## config.mk

```make
export PLATFORM = sky130hd
export DESIGN_NAME = udc4_top
export DESIGN_NICKNAME = d
export VERILOG_FILES = /design/src/hdl/udc4_pkg.sv /design/src/hdl/udc4_edge_detect.sv /design/src/hdl/udc4_term_count.sv /design/src/hdl/udc4_top.sv
export VERILOG_INCLUDE_DIRS = /design/src /design/src/hdl
export SDC_FILE = /design/constraint.sdc
export NUM_CORES = 1
export LEC_CHECK = 0
export BUFFER_PORTS_ARGS = -buffer_cell sky130_fd_sc_hd__buf_2
export CAP_MARGIN = 20
export CORE_AREA = 2 2 39 41
export DETAILED_ROUTE_END_ITERATION = 7
export DIE_AREA = 0 0 41 43
export GPL_TIMING_DRIVEN = 0
export SLEW_MARGIN = 25
export SYNTH_ARGS = -nofsm -noshare
export SYNTH_HDL_FRONTEND = slang
export SYNTH_SLANG_ARGS = --single-unit
```

## constraint.sdc

```tcl
create_clock -name clk -period 2 [get_ports clk]
set_clock_uncertainty 0.05 [all_clocks]
set_input_delay 0.2 -clock clk [delete_from_list [all_inputs] [get_ports clk]]
set_output_delay 0.2 -clock clk [all_outputs]
set_load 0.05 [all_outputs]
```

## src/hdl/udc4_regs.svh

```systemverilog
// Purpose: Named constants for the 4-bit up/down counter
// Assumes: Included by its bare name from the package and the design modules
// Notes: Count values are sized to the 4-bit count path
`ifndef UDC4_REGS_SVH
`define UDC4_REGS_SVH

// ----------------------------------------------------------------------
// Count path
// ----------------------------------------------------------------------
`define UDC4_WIDTH 4
`define UDC4_COUNT_ZERO 4'h0
`define UDC4_COUNT_MAX 4'hF
`define UDC4_COUNT_STEP 4'h1

// ----------------------------------------------------------------------
// Levels
// ----------------------------------------------------------------------
`define UDC4_CLK_IDLE 1'b1
`define UDC4_TC_INACTIVE 1'b1

`endif

```

## src/hdl/udc4_pkg.sv

```systemverilog
// Purpose: Types shared by the 4-bit up/down counter modules
// Assumes: udc4_regs.svh supplies the widths
// Notes: Mode codes are one-hot
`include "udc4_regs.svh"

package udc4_pkg;

	// ------------------------------------------------------------------
	// Types
	// ------------------------------------------------------------------
	typedef logic [`UDC4_WIDTH-1:0] udc4_count_t;

	typedef enum logic [4:0] {
		UDC4_MODE_HOLD  = 5'h01,
		UDC4_MODE_UP    = 5'h02,
		UDC4_MODE_DOWN  = 5'h04,
		UDC4_MODE_LOAD  = 5'h08,
		UDC4_MODE_CLEAR = 5'h10
	} udc4_mode_t;

endpackage

```

## src/hdl/udc4_edge_detect.sv

```systemverilog
// Purpose: Rising-edge detector for one count clock input
// Assumes: The input is synchronous to clk
// Notes: History starts at the idle-high level so reset makes no false edge
`include "udc4_regs.svh"

module udc4_edge_detect (
	// Clock and reset
	input wire logic clk,
	input wire logic rst,
	// Sampled level and its rising edge
	input wire logic level_in,
	output logic rise
);
	import udc4_pkg::*;

	logic prev_ff;
	logic nxt_prev;

	// ------------------------------------------------------------------
	// History
	// ------------------------------------------------------------------
	// History keeps running through clear and load, so a low level held
	// across them still yields an edge afterwards
	assign nxt_prev = level_in;

	always_ff @(posedge clk) begin
		if (rst) begin
			prev_ff <= `UDC4_CLK_IDLE;
		end else begin
			prev_ff <= nxt_prev;
		end
	end

	assign rise = level_in & ~prev_ff;

endmodule

```

## src/hdl/udc4_term_count.sv

```systemverilog
// Purpose: Carry and borrow outputs of the 4-bit up/down counter
// Assumes: Count comes from the counter register
// Notes: Outputs copy the clock levels at terminal count, so they are combinational
`include "udc4_regs.svh"

module udc4_term_count (
	// Counter state
	input udc4_pkg::udc4_count_t count,
	// Count clocks
	input wire logic up_clock,
	input wire logic down_clock,
	// Terminal count outputs
	output logic carry_out_n,
	output logic borrow_out_n
);
	import udc4_pkg::*;

	// ------------------------------------------------------------------
	// Terminal count decode
	// ------------------------------------------------------------------
	// Copying the clock lets these drive the next stage's clocks directly
	always_comb begin
		carry_out_n = `UDC4_TC_INACTIVE;
		borrow_out_n = `UDC4_TC_INACTIVE;
		if (count == `UDC4_COUNT_MAX) begin
			carry_out_n = up_clock;
		end
		if (count == `UDC4_COUNT_ZERO) begin
			borrow_out_n = down_clock;
		end
	end

endmodule

```

## src/hdl/udc4_top.sv

```systemverilog
// Purpose: Presettable 4-bit binary up/down counter with cascade outputs
// Assumes: All inputs are synchronous to clk; one count clock pulsed at a time while the other is held high
// Notes: Clear and load act at the next clk edge, the same edge that first samples them
//
// Summary of operation
// - Up clock rise with down high increments
// - Down clock rise with up high decrements
// - All four outputs change together
// - Master clear forces count to zero
// - Clear beats load, data and clocks
// - Active load copies preset inputs to count
// - Carry low while up clock low at fifteen
// - Borrow follows down clock at zero
// - Carry and borrow high otherwise
// - Carry equals up clock at all ones
// - Low clock across clear/load still counts
// - Carry and borrow clock the next stage
// - Count wraps in binary both ways
`include "udc4_regs.svh"

module udc4_top (
	// Clock and reset
	input wire logic clk,
	input wire logic rst,
	// Count clocks
	input wire logic up_clock,
	input wire logic down_clock,
	// Clear and load
	input wire logic master_clear,
	input wire logic parallel_load_n,
	// Preset data
	input wire logic preset_in_0,
	input wire logic preset_in_1,
	input wire logic preset_in_2,
	input wire logic preset_in_3,
	// Count outputs
	output logic count_out_0,
	output logic count_out_1,
	output logic count_out_2,
	output logic count_out_3,
	// Cascade outputs
	output logic carry_out_n,
	output logic borrow_out_n
);
	import udc4_pkg::*;

	udc4_count_t count_ff;
	udc4_count_t nxt_count;
	udc4_count_t preset;
	udc4_mode_t mode;
	logic up_rise;
	logic down_rise;

	// ------------------------------------------------------------------
	// Bit order
	// ------------------------------------------------------------------
	assign preset = {preset_in_3, preset_in_2, preset_in_1, preset_in_0};
	assign count_out_0 = count_ff[0];
	assign count_out_1 = count_ff[1];
	assign count_out_2 = count_ff[2];
	assign count_out_3 = count_ff[3];

	// ------------------------------------------------------------------
	// Clock edges
	// ------------------------------------------------------------------
	udc4_edge_detect u_up_edge (
		.clk(clk),
		.rst(rst),
		.level_in(up_clock),
		.rise(up_rise)
	);

	udc4_edge_detect u_down_edge (
		.clk(clk),
		.rst(rst),
		.level_in(down_clock),
		.rise(down_rise)
	);

	// ------------------------------------------------------------------
	// Mode select
	// ------------------------------------------------------------------
	// An edge on a clock whose partner is not held high is ignored; the
	// driver must keep the idle clock high
	always_comb begin
		mode = UDC4_MODE_HOLD;
		if (master_clear) begin
			mode = UDC4_MODE_CLEAR;
		end else if (!parallel_load_n) begin
			mode = UDC4_MODE_LOAD;
		end else if (up_rise && down_clock && !down_rise) begin
			mode = UDC4_MODE_UP;
		end else if (down_rise && up_clock && !up_rise) begin
			mode = UDC4_MODE_DOWN;
		end
	end

	always_comb begin
		nxt_count = count_ff;
		unique case (mode)
			UDC4_MODE_HOLD: begin
				nxt_count = count_ff;
			end
			UDC4_MODE_UP: begin
				nxt_count = count_ff + `UDC4_COUNT_STEP;
			end
			UDC4_MODE_DOWN: begin
				nxt_count = count_ff - `UDC4_COUNT_STEP;
			end
			UDC4_MODE_LOAD: begin
				nxt_count = preset;
			end
			UDC4_MODE_CLEAR: begin
				nxt_count = `UDC4_COUNT_ZERO;
			end
		endcase
	end

	// ------------------------------------------------------------------
	// Count register
	// ------------------------------------------------------------------
	// One register for all bits, so the outputs never step apart
	always_ff @(posedge clk) begin
		if (rst) begin
			count_ff <= `UDC4_COUNT_ZERO;
		end else begin
			count_ff <= nxt_count;
		end
	end

	// ------------------------------------------------------------------
	// Terminal count
	// ------------------------------------------------------------------
	udc4_term_count u_term (
		.count(count_ff),
		.up_clock(up_clock),
		.down_clock(down_clock),
		.carry_out_n(carry_out_n),
		.borrow_out_n(borrow_out_n)
	);
endmodule

```

## Yosys cells after proc, flatten, opt, wreduce, memory -nomap -nowiden

Cells that the tools add are included.

| storage, ports and cells | value |
|---|---|
| register bits after elaboration | 6 |
| input port bits | 10 |
| output and inout bits | 6 |
| word-level logic and storage cells | 29 |

| operators by class | value |
|---|---|
| add/subtract/negate cells | 2 |
| eq/ne operators | 6 |
| mux-type cells | 7 |
| bitwise gates (word level) | 4 |
| reduce and logical (&&, ||, !) cells | 7 |

Operators with widths:

| operator | count |
|---|---|
| $pmux W4 S4 | 1 |
| $mux W3 | 2 |
| $eq A5 B1 Y1 const B | 1 |
| $eq A5 B2 Y1 const B | 1 |
| $eq A5 B3 Y1 const B | 1 |
| $eq A5 B4 Y1 const B | 1 |
| $eq A5 B5 Y1 const B | 1 |
| $mux W5 | 1 |
| $add A4 B1 Y4 const B | 1 |
| $eq A4 B4 Y1 const B | 1 |
| $logic_and A1 B1 Y1 | 4 |
| $logic_not A4 Y1 | 1 |
| $mux W4 | 1 |
| $sub A4 B1 Y4 const B | 1 |
| $and A1 B1 Y1 | 2 |
| $logic_not A1 Y1 | 2 |
| $mux W1 | 2 |
| $not A1 Y1 | 2 |

## Longest topological paths before layout

Gate-level depths: netlist of the first run.

| depth | value |
|---|---|
| depth after elaboration | 10 |
| mapped depth | 9 |
| mapped depth without buffers | 9 |

## Cells and area by module

Synthesis of the first run repeated with hierarchy kept, for this count alone.

| second synthesis, totals | value |
|---|---|
| cell total of the unflattened synthesis | 54 |
| area total of the unflattened synthesis | 473.0 um2 |

By module, submodules not included:

| module | instances | cells an instance | area an instance (um2) | sequential area each (um2) |
|---|---|---|---|---|
| udc4_top | 1 | 43 | 382.9 | 80.1 |
| udc4_edge_detect | 2 | 3 | 32.5 | 20.0 |
| udc4_term_count | 1 | 5 | 25.0 | 0.0 |

## Worst setup path before layout of the first run

No wires, ideal clock.

| path | value |
|---|---|
| kind | register -> register |
| start | reg count_ff[0] |
| end | reg count_ff[1] |
| data arrival time | 1.670 ns |
| path slack | 0.164 ns |
| stages on the path, launching flop included | 7 |
| clock period less this slack | 1.836 ns |
| path through | dfxtp_1 > inv_1 > fa_1 > nand2b_1 > a21oi_1 > mux2i_1 > nor2_1 |

| between the ends | value |
|---|---|
| word-level cells in the longest chain between the ends | 2 |
| elaborated cells between the ends (all ways) | 3 |
| classes of those cells | 2 x add/sub; 1 x mux |

RTL lines:

| item | line | source |
|---|---|---|
| from (decl) | udc4_top.sv:47 | `udc4_count_t count_ff;` |
| from (signal assigned) | udc4_top.sv:125 | `` count_ff <= `UDC4_COUNT_ZERO; `` |
| from (signal assigned) | udc4_top.sv:127 | `count_ff <= nxt_count;` |
| $sub A4 B1 Y4 (no line) or $add A4 B1 Y4 (tied branches) | - |  |
| $pmux W4 S4 * | udc4_top.sv:100 | `unique case (mode)` |

Every way passes the cells marked *; elsewhere a longest branch is shown, timed or not.
A chain may end at the register's enable or synchronous reset.

## Final worst setup path of the first run

| path | value |
|---|---|
| start | reg u_down_edge.prev_ff |
| end | reg count_ff[3] |

| between the ends | value |
|---|---|
| word-level cells in the longest chain between the ends | 10 |
| elaborated cells between the ends (all ways) | 16 |
| classes of those cells | 5 x eq/ne; 5 x mux; 2 x bitwise; 4 x reduce/logical |

RTL lines:

| item | line | source |
|---|---|---|
| from (decl) | udc4_edge_detect.sv:16 | `logic prev_ff;` |
| from (signal assigned) | udc4_edge_detect.sv:28 | `` prev_ff <= `UDC4_CLK_IDLE; `` |
| from (signal assigned) | udc4_edge_detect.sv:30 | `prev_ff <= nxt_prev;` |
| $not A1 Y1 * | udc4_edge_detect.sv:34 | `assign rise = level_in & ~prev_ff;` |
| $and A1 B1 Y1 * | udc4_edge_detect.sv:34 |  |
| $logic_and A1 B1 Y1 (2 in series) | udc4_top.sv:93 | `end else if (down_rise && up_clock && !up_rise) begin` |
| $mux W3 | udc4_top.sv:93 |  |
| $mux W3 * | udc4_top.sv:91 | `end else if (up_rise && down_clock && !down_rise) begin` |
| $mux W4 * | udc4_top.sv:89 | `end else if (!parallel_load_n) begin` |
| $mux W5 * | udc4_top.sv:87 | `if (master_clear) begin` |
| $eq A5 B5 Y1, or another cell as far along | udc4_top.sv:100 |  |
| $pmux W4 S4 | udc4_top.sv:100 |  |

Marked as above.

==> results of run 1 <==
## what timing repair did
| item | in CTS | in global routing |
|---|---|---|
| hold buffers | 0 | 0 |
| hold endpoints to repair | 0 | 0 |
| endpoints found under the setup margin | 0 | 1 |
| setup buffers | 0 | 1 |
## power groups by stage
stage / Clock [mW] / Combinational [mW] / Sequential, mW
after global routing: 0.129 / 0.0866 / 0.134
after detailed placement: 0 / 0.0789 / 0.135
final: 0.119 / 0.0793 / 0.133
after global placement: 0 / 0.0784 / 0.135
after CTS: 0.125 / 0.0798 / 0.133
after floorplan: 0 / 0.0385 / 0.148
## final timing paths
path	from	endpoint	slack, ns	cells after the start
worst min-delay path	rst	count_ff[0]$_SDFFE_PP0P_	0.13	2
worst max register to register	u_down_edge.prev_ff$_SDFF_PP1_	count_ff[3]$_SDFFE_PP0P_	0.06	8
worst max-delay path	u_down_edge.prev_ff$_SDFF_PP1_	count_ff[3]$_SDFFE_PP0P_	0.06	8
worst min register to register	count_ff[3]$_SDFFE_PP0P_	count_ff[3]$_SDFFE_PP0P_	0.48	2
## layout make-up
type / count / area, um2
fill: 147 / 828
tap: 16 / 20.0
sequential: 6 / 120
timing repair buffer: 16 / 82.6
clock buffer: 3 / 22.5
inverter: 3 / 11.3
multi-input combinational: 40 / 299
## synth_stat cells, drive strengths merged
master   n
fa       1
ha       2
dfxtp    6
nor2     6
a2111oi  1
xnor2    1
a21oi    2
o22ai    1
and3     1
nand2    2
a31o     1
o2bb2ai  1
nand2b   3
mux2i    4
inv      3
a21o     1
nor3     2
or3      1
or2      3
xor2     2
nand3b   3
nand3    2
## state kept, by name, indices dropped and copies added (netlist names)
name,count
count_ff,4
u_down_edge.prev_ff,1
u_up_edge.prev_ff,1
## stage by stage
step / TNS [ns] / power [mW] / worst slack (ns) / util (%)
final: 0 / 0.331 / 0.0625 / 40.1
after global routing: -0.0345 / 0.350 / -0.0179 / 40.1
after CTS: 0 / 0.338 / 0.0660 / 39.6
after detailed placement: -0.0903 / 0.214 / -0.0903 / 38.0
after global placement: -0.0745 / 0.214 / -0.0745 / 38.0
after floorplan: 0 / 0.187 / 0.164 / -
## kinds of logic after synthesis
| group | count (synthesis) | share of synthesized area (%) |
|---|---|---|
| compound gates | 7 | 14.0 |
| flops | 6 | 27.9 |
| fa+ha+maj | 3 | 10.5 |
| mux | 4 | 9.30 |
| xor+xnor | 3 | 6.11 |
| buf+inv | 3 | 2.62 |
| simple gates | 23 | 29.7 |
## routing by layer
layer,global-route usage (%),vias to the layer above
met5,0,-
met4,10.0,0
met3,3.14,3
met2,20.6,10
met1,15.2,192
li1,-,211
==> run summary, run 1 <==
Most common cell after layout, fill and taps aside: buf_2
Seq/Total Area, Yosys: 27.9%
Most frequent cells in the layout: buf_2 (15), nor2_1 (6), dfxtp_1 (6)
Critical path type: flip-flop to flip-flop
Peak VDD IR: 0.000261 V
Arrival time worst endpoint: 2.02 ns
Hold Fails Final Rpt: 0
Pint: 0.224 mW
Top Layer Used: met4
Initial Utilization: 31.1%
P_leak: 0.273 nW
Leading area contributor after synthesis: dfxtp_1
Layout net count: 83
PD cells: 596 mW/mm2
H-tree depth: 1
Synth area leaders: dfxtp_1 (28%), mux2i_1 (9.3%), ha_1 (5.8%)
Syn avg cell area: 8.78 um2
Placer Congestion: 0.714
Met1 Wirelength: 450 um
# DRC: 0
Core area: 0.00138 mm2
Net Sw Frac: 32.4%
Number of gates resized after CTS: 0
Worst skew pair latency: 0.25 ns
Final Critical Period: 1.94 ns
Die width: 41 um
Post-Layout Cell Count: 84
Overflow left after global routing: 0
Fin crit share: 96.9%
Critical Path RT: 2.09 ns
TritonCTS clock tree: done
I/O Buffers: 15
Detail Route Antenna Nets: 0
Wirelength, routed: 976 um
Yosys Warn Count: 0
Outcome: finished, final reports clean
Comb pwr share: 24.0%
Synth top area share: 27.9%
Max Cap Violations: 0
Initial antenna violation count: 0
Drt first pass iters: 4
FF+latch count, synth: 6
TritonCTS buffer count: 3
Post-Synthesis Cell Area: 430 um2
Largest net degree at the start of global routing: 9
Layout area overhead: 29.1%
Max-slew violation count: 0
Clock slew seen by the registers of the worst setup and hold paths: 0.05 ns
Largest fanout on the critical path: 3
Setup crit end kind: flip-flop
Total clock sinks: 6
Area of the die: 0.00176 mm2
Worst path top cell family by delay: simple AND/OR/NAND/NOR gates
Slowest stage cell, crit path: dfxtp_1
IO Count: 16
Rel. slew slack: 83.9%
DR WL/cell: 11.6 um
Unique masters post-synth: 25
Hold WS: 0.132 ns
Worst path max stage delay: 0.32 ns
ANT cells: 0
Root buf cell: clkbuf_4
FMAX: 516 MHz
Crit path cell chain: nand3b_1 > or2_1 > inv_1 > ha_1 > a21o_1 > a21oi_2 > mux2i_1 > o22ai_1
Final setup fails: 0
Unrepaired setup endpoints after global routing: yes
Met3 wire length: 35 um
Drt initial violations: 5
GRT Util Overall: 13.5%
Finished Cell Area: 556 um2
Layout cells sized above 1: 36.8%
Post-DP Area: 526 um2
Sequential Power Share: 40.2%
Die Y: 43 um
First-pass GRT wire length: 1.54 mm
Psw: 0.107 mW
Placed cells: 80
CTS max path bufs: 2
Vias in the first global route: 386
Startpoint Class: flip-flop
Met2 WL: 463 um
Cells after synthesis: 49
Via count: 416
Row count: 14
Synthesized net count: 62
Slew at the pin closest to its max-slew limit: 0.240 ns
Worst path bufs/invs: 1
Worst Hold Class: primary input to flip-flop
Post-DP HPWL: 780 um
Clk network pwr share: 35.8%
Via density per instance: 4.95
(Power assumes the default switching activity.)
==> inputs of run 2 (changes only) <==
- CELL_PAD_IN_SITES_DETAIL_PLACEMENT: unset -> 0
- CELL_PAD_IN_SITES_GLOBAL_PLACEMENT: unset -> 2
- CORE_AREA: 2 2 39 41 -> unset
- CORE_MARGIN: unset -> 2
- CORE_UTILIZATION: unset -> 25
- DIE_AREA: 0 0 41 43 -> unset
- PLACE_DENSITY_LB_ADDON: unset -> 0.1
==> run 2 against run 1 <==
  * Final cell count rose by 1.2%
  * Fmax is 1.4% lower
  * Sequential power about the same
  * Utilization decreased by 3.0 points
  * Combinational power grew 4.2%
  * Via count rose by 3.4%
  * Global-route usage fell by 0.64 points
  * Clock power about the same
  * Register-to-register slack worse by 0.03 ns
  * Highest routed layer unchanged
==> run summary, run 2 (same netlist as run 1, synthesis figures left out) <==
Root buf cell: clkbuf_4
Via density per instance: 5.06
Reg with most FFs: count_ff
# fillers: 170
Peak VDD IR: 0.000230 V
Layout net count: 84
Core area: 0.00156 mm2
Row count: 14
Detail Route Antenna Nets: 0
Top Registers: count_ff x4, u_down_edge.prev_ff x1, u_up_edge.prev_ff x1
Most frequent cells in the layout: buf_2 (15), nor2_1 (6), dfxtp_1 (5)
# hold bufs at CTS: 0
Drt first pass iters: 4
Unrepaired setup endpoints after global routing: yes
GRT Util Overall: 12.8%
P_leak: 0.274 nW
Initial antenna violation count: 0
Wirelength, routed: 1.14 mm
Worst skew pair latency: 0.25 ns
Layout cells sized above 1: 43.5%
# DRC: 0
Layout area overhead: 34.6%
I/O Buffers: 15
FMAX: 509 MHz
Final setup fails: 0
FF-to-FF Start: u_down_edge.prev_ff$_SDFF_PP1_
ANT cells: 0
Hold wc startpoint: rst
Met2 WL: 452 um
Largest net degree at the start of global routing: 9
DR WL/cell: 13.4 um
Drt initial violations: 7
Critical path type: flip-flop to flip-flop
Outcome: finished, final reports clean
Placed cells: 80
Vias in the first global route: 405
Post-DP Area: 526 um2
Met1 Wirelength: 576 um
Final setup margin: 0.0345 ns
TritonCTS buffer count: 3
Hold path depth: 2
Final Critical Period: 1.97 ns
Max reg flops: 4
Overflow left after global routing: 0
First-pass GRT wire length: 1.83 mm
Hold worst-path end: count_ff[0]$_SDFFE_PP0P_
Max Cap Violations: 0
PD cells: 580 mW/mm2
Crit path launch: u_down_edge.prev_ff$_SDFF_PP1_
Critical Path RT: 2.09 ns
Die width: 45.5 um
Initial Utilization: 27.6%
Post-DP HPWL: 840 um
Fin crit share: 98.3%
Design Power: 0.336 mW
Met3 wire length: 101 um
CTS max path bufs: 2
R2R setup slack: 0.03 ns
Placer Congestion: 0.716
Top Layer Used: met4
Max-slew violation count: 0
H-tree depth: 1
Most common cell after layout, fill and taps aside: buf_2
TritonCTS clock tree: done
Via count: 430
Core Util, Final: 37.2%
Slew at the pin closest to its max-slew limit: 0.302 ns
Dpl ws: -0.164 ns
Rel. slew slack: 79.7%
Post-Layout Cell Count: 85
Clock slew seen by the registers of the worst setup and hold paths: 0.05 ns
Die Y: 45.5 um
Cell depth of the worst flop-to-flop path: 8
Hold Fails Final Rpt: 0
IO Count: 16
Largest fanout on the critical path: 3
Total clock sinks: 6
Worst Hold Class: primary input to flip-flop
Finished Cell Area: 579 um2
Area of the die: 0.00207 mm2
FF-to-FF End: count_ff[1]$_SDFFE_PP0P_
Setup crit end kind: flip-flop
Startpoint Class: flip-flop
Arrival time worst endpoint: 2.06 ns
run 2: changes by cell type in the layout (fill, tap and decap cells not counted), sizes merged:
| cell | before | now |
|---|---|---|
| buf | 16 | 17 |
run 2: power by group:
part           total, mW  switching, mW  leakage, nW  internal [mW]
clock              0.119         0.0511       0.0138         0.0684
combinational     0.0826         0.0519        0.211         0.0307
sequential         0.134        0.00761       0.0492          0.126
total              0.336          0.111        0.274          0.225
run 2: repair_timing:
action | in CTS | in global routing
endpoints found under the setup margin | 0 | 1
setup buffers | 0 | 2
resized for setup | 0 | 4
run 2: final cells by class:
| type | instances | area, um2 | area share, % |
|---|---|---|---|
| Clock buffer | 3 | 22.5 | 3.89 |
| Sequential cell | 6 | 121 | 21.0 |
| Multi-Input combinational cell | 40 | 314 | 54.2 |
| Timing Repair Buffer | 17 | 90.1 | 15.6 |
| Inverter | 3 | 11.3 | 1.94 |
| Tap cell | 16 | 20.0 | 3.46 |
run 2: worst max-delay path by stage:
stage | end | depth (start not counted) | slack [ns]
5_1_grt | count_ff[1]$_SDFFE_PP0P_ | 8 | -0.01
6_report | count_ff[1]$_SDFFE_PP0P_ | 8 | 0.03
3_3_place_gp | count_ff[3]$_SDFFE_PP0P_ | 10 | -0.14
2_1_floorplan | count_ff[1]$_SDFFE_PP0P_ | 6 | 0.16
4_1_cts | count_ff[3]$_SDFFE_PP0P_ | 8 | 0.01
3_5_place_dp | count_ff[3]$_SDFFE_PP0P_ | 10 | -0.16
run 2: routing by layer:
metal / GRT usage [%] / vias to the layer above
li1: - / 215
met1: 16.5 / 193
met2: 17.7 / 20
met3: 6.75 / 2
met4: 5.29 / 0
met5: 0 / -
run 2: worst max-delay path: stages, from the launching register on:
cell      delay [ns]
dfxtp_2         0.32
nand3b_1        0.19
or2_1           0.28
buf_4           0.15
fa_2            0.51
nand2b_1        0.10
a21oi_1         0.06
mux2i_1         0.14
nor2_1          0.06
run 2: metrics by stage:
stage,hold WS (ns),TNS (ns)
floorplan,0.219,0
global placement,0.416,-0.137
detailed placement,0.411,-0.164
CTS,0.141,0
global route,0.150,-0.0109
finish,0.144,0
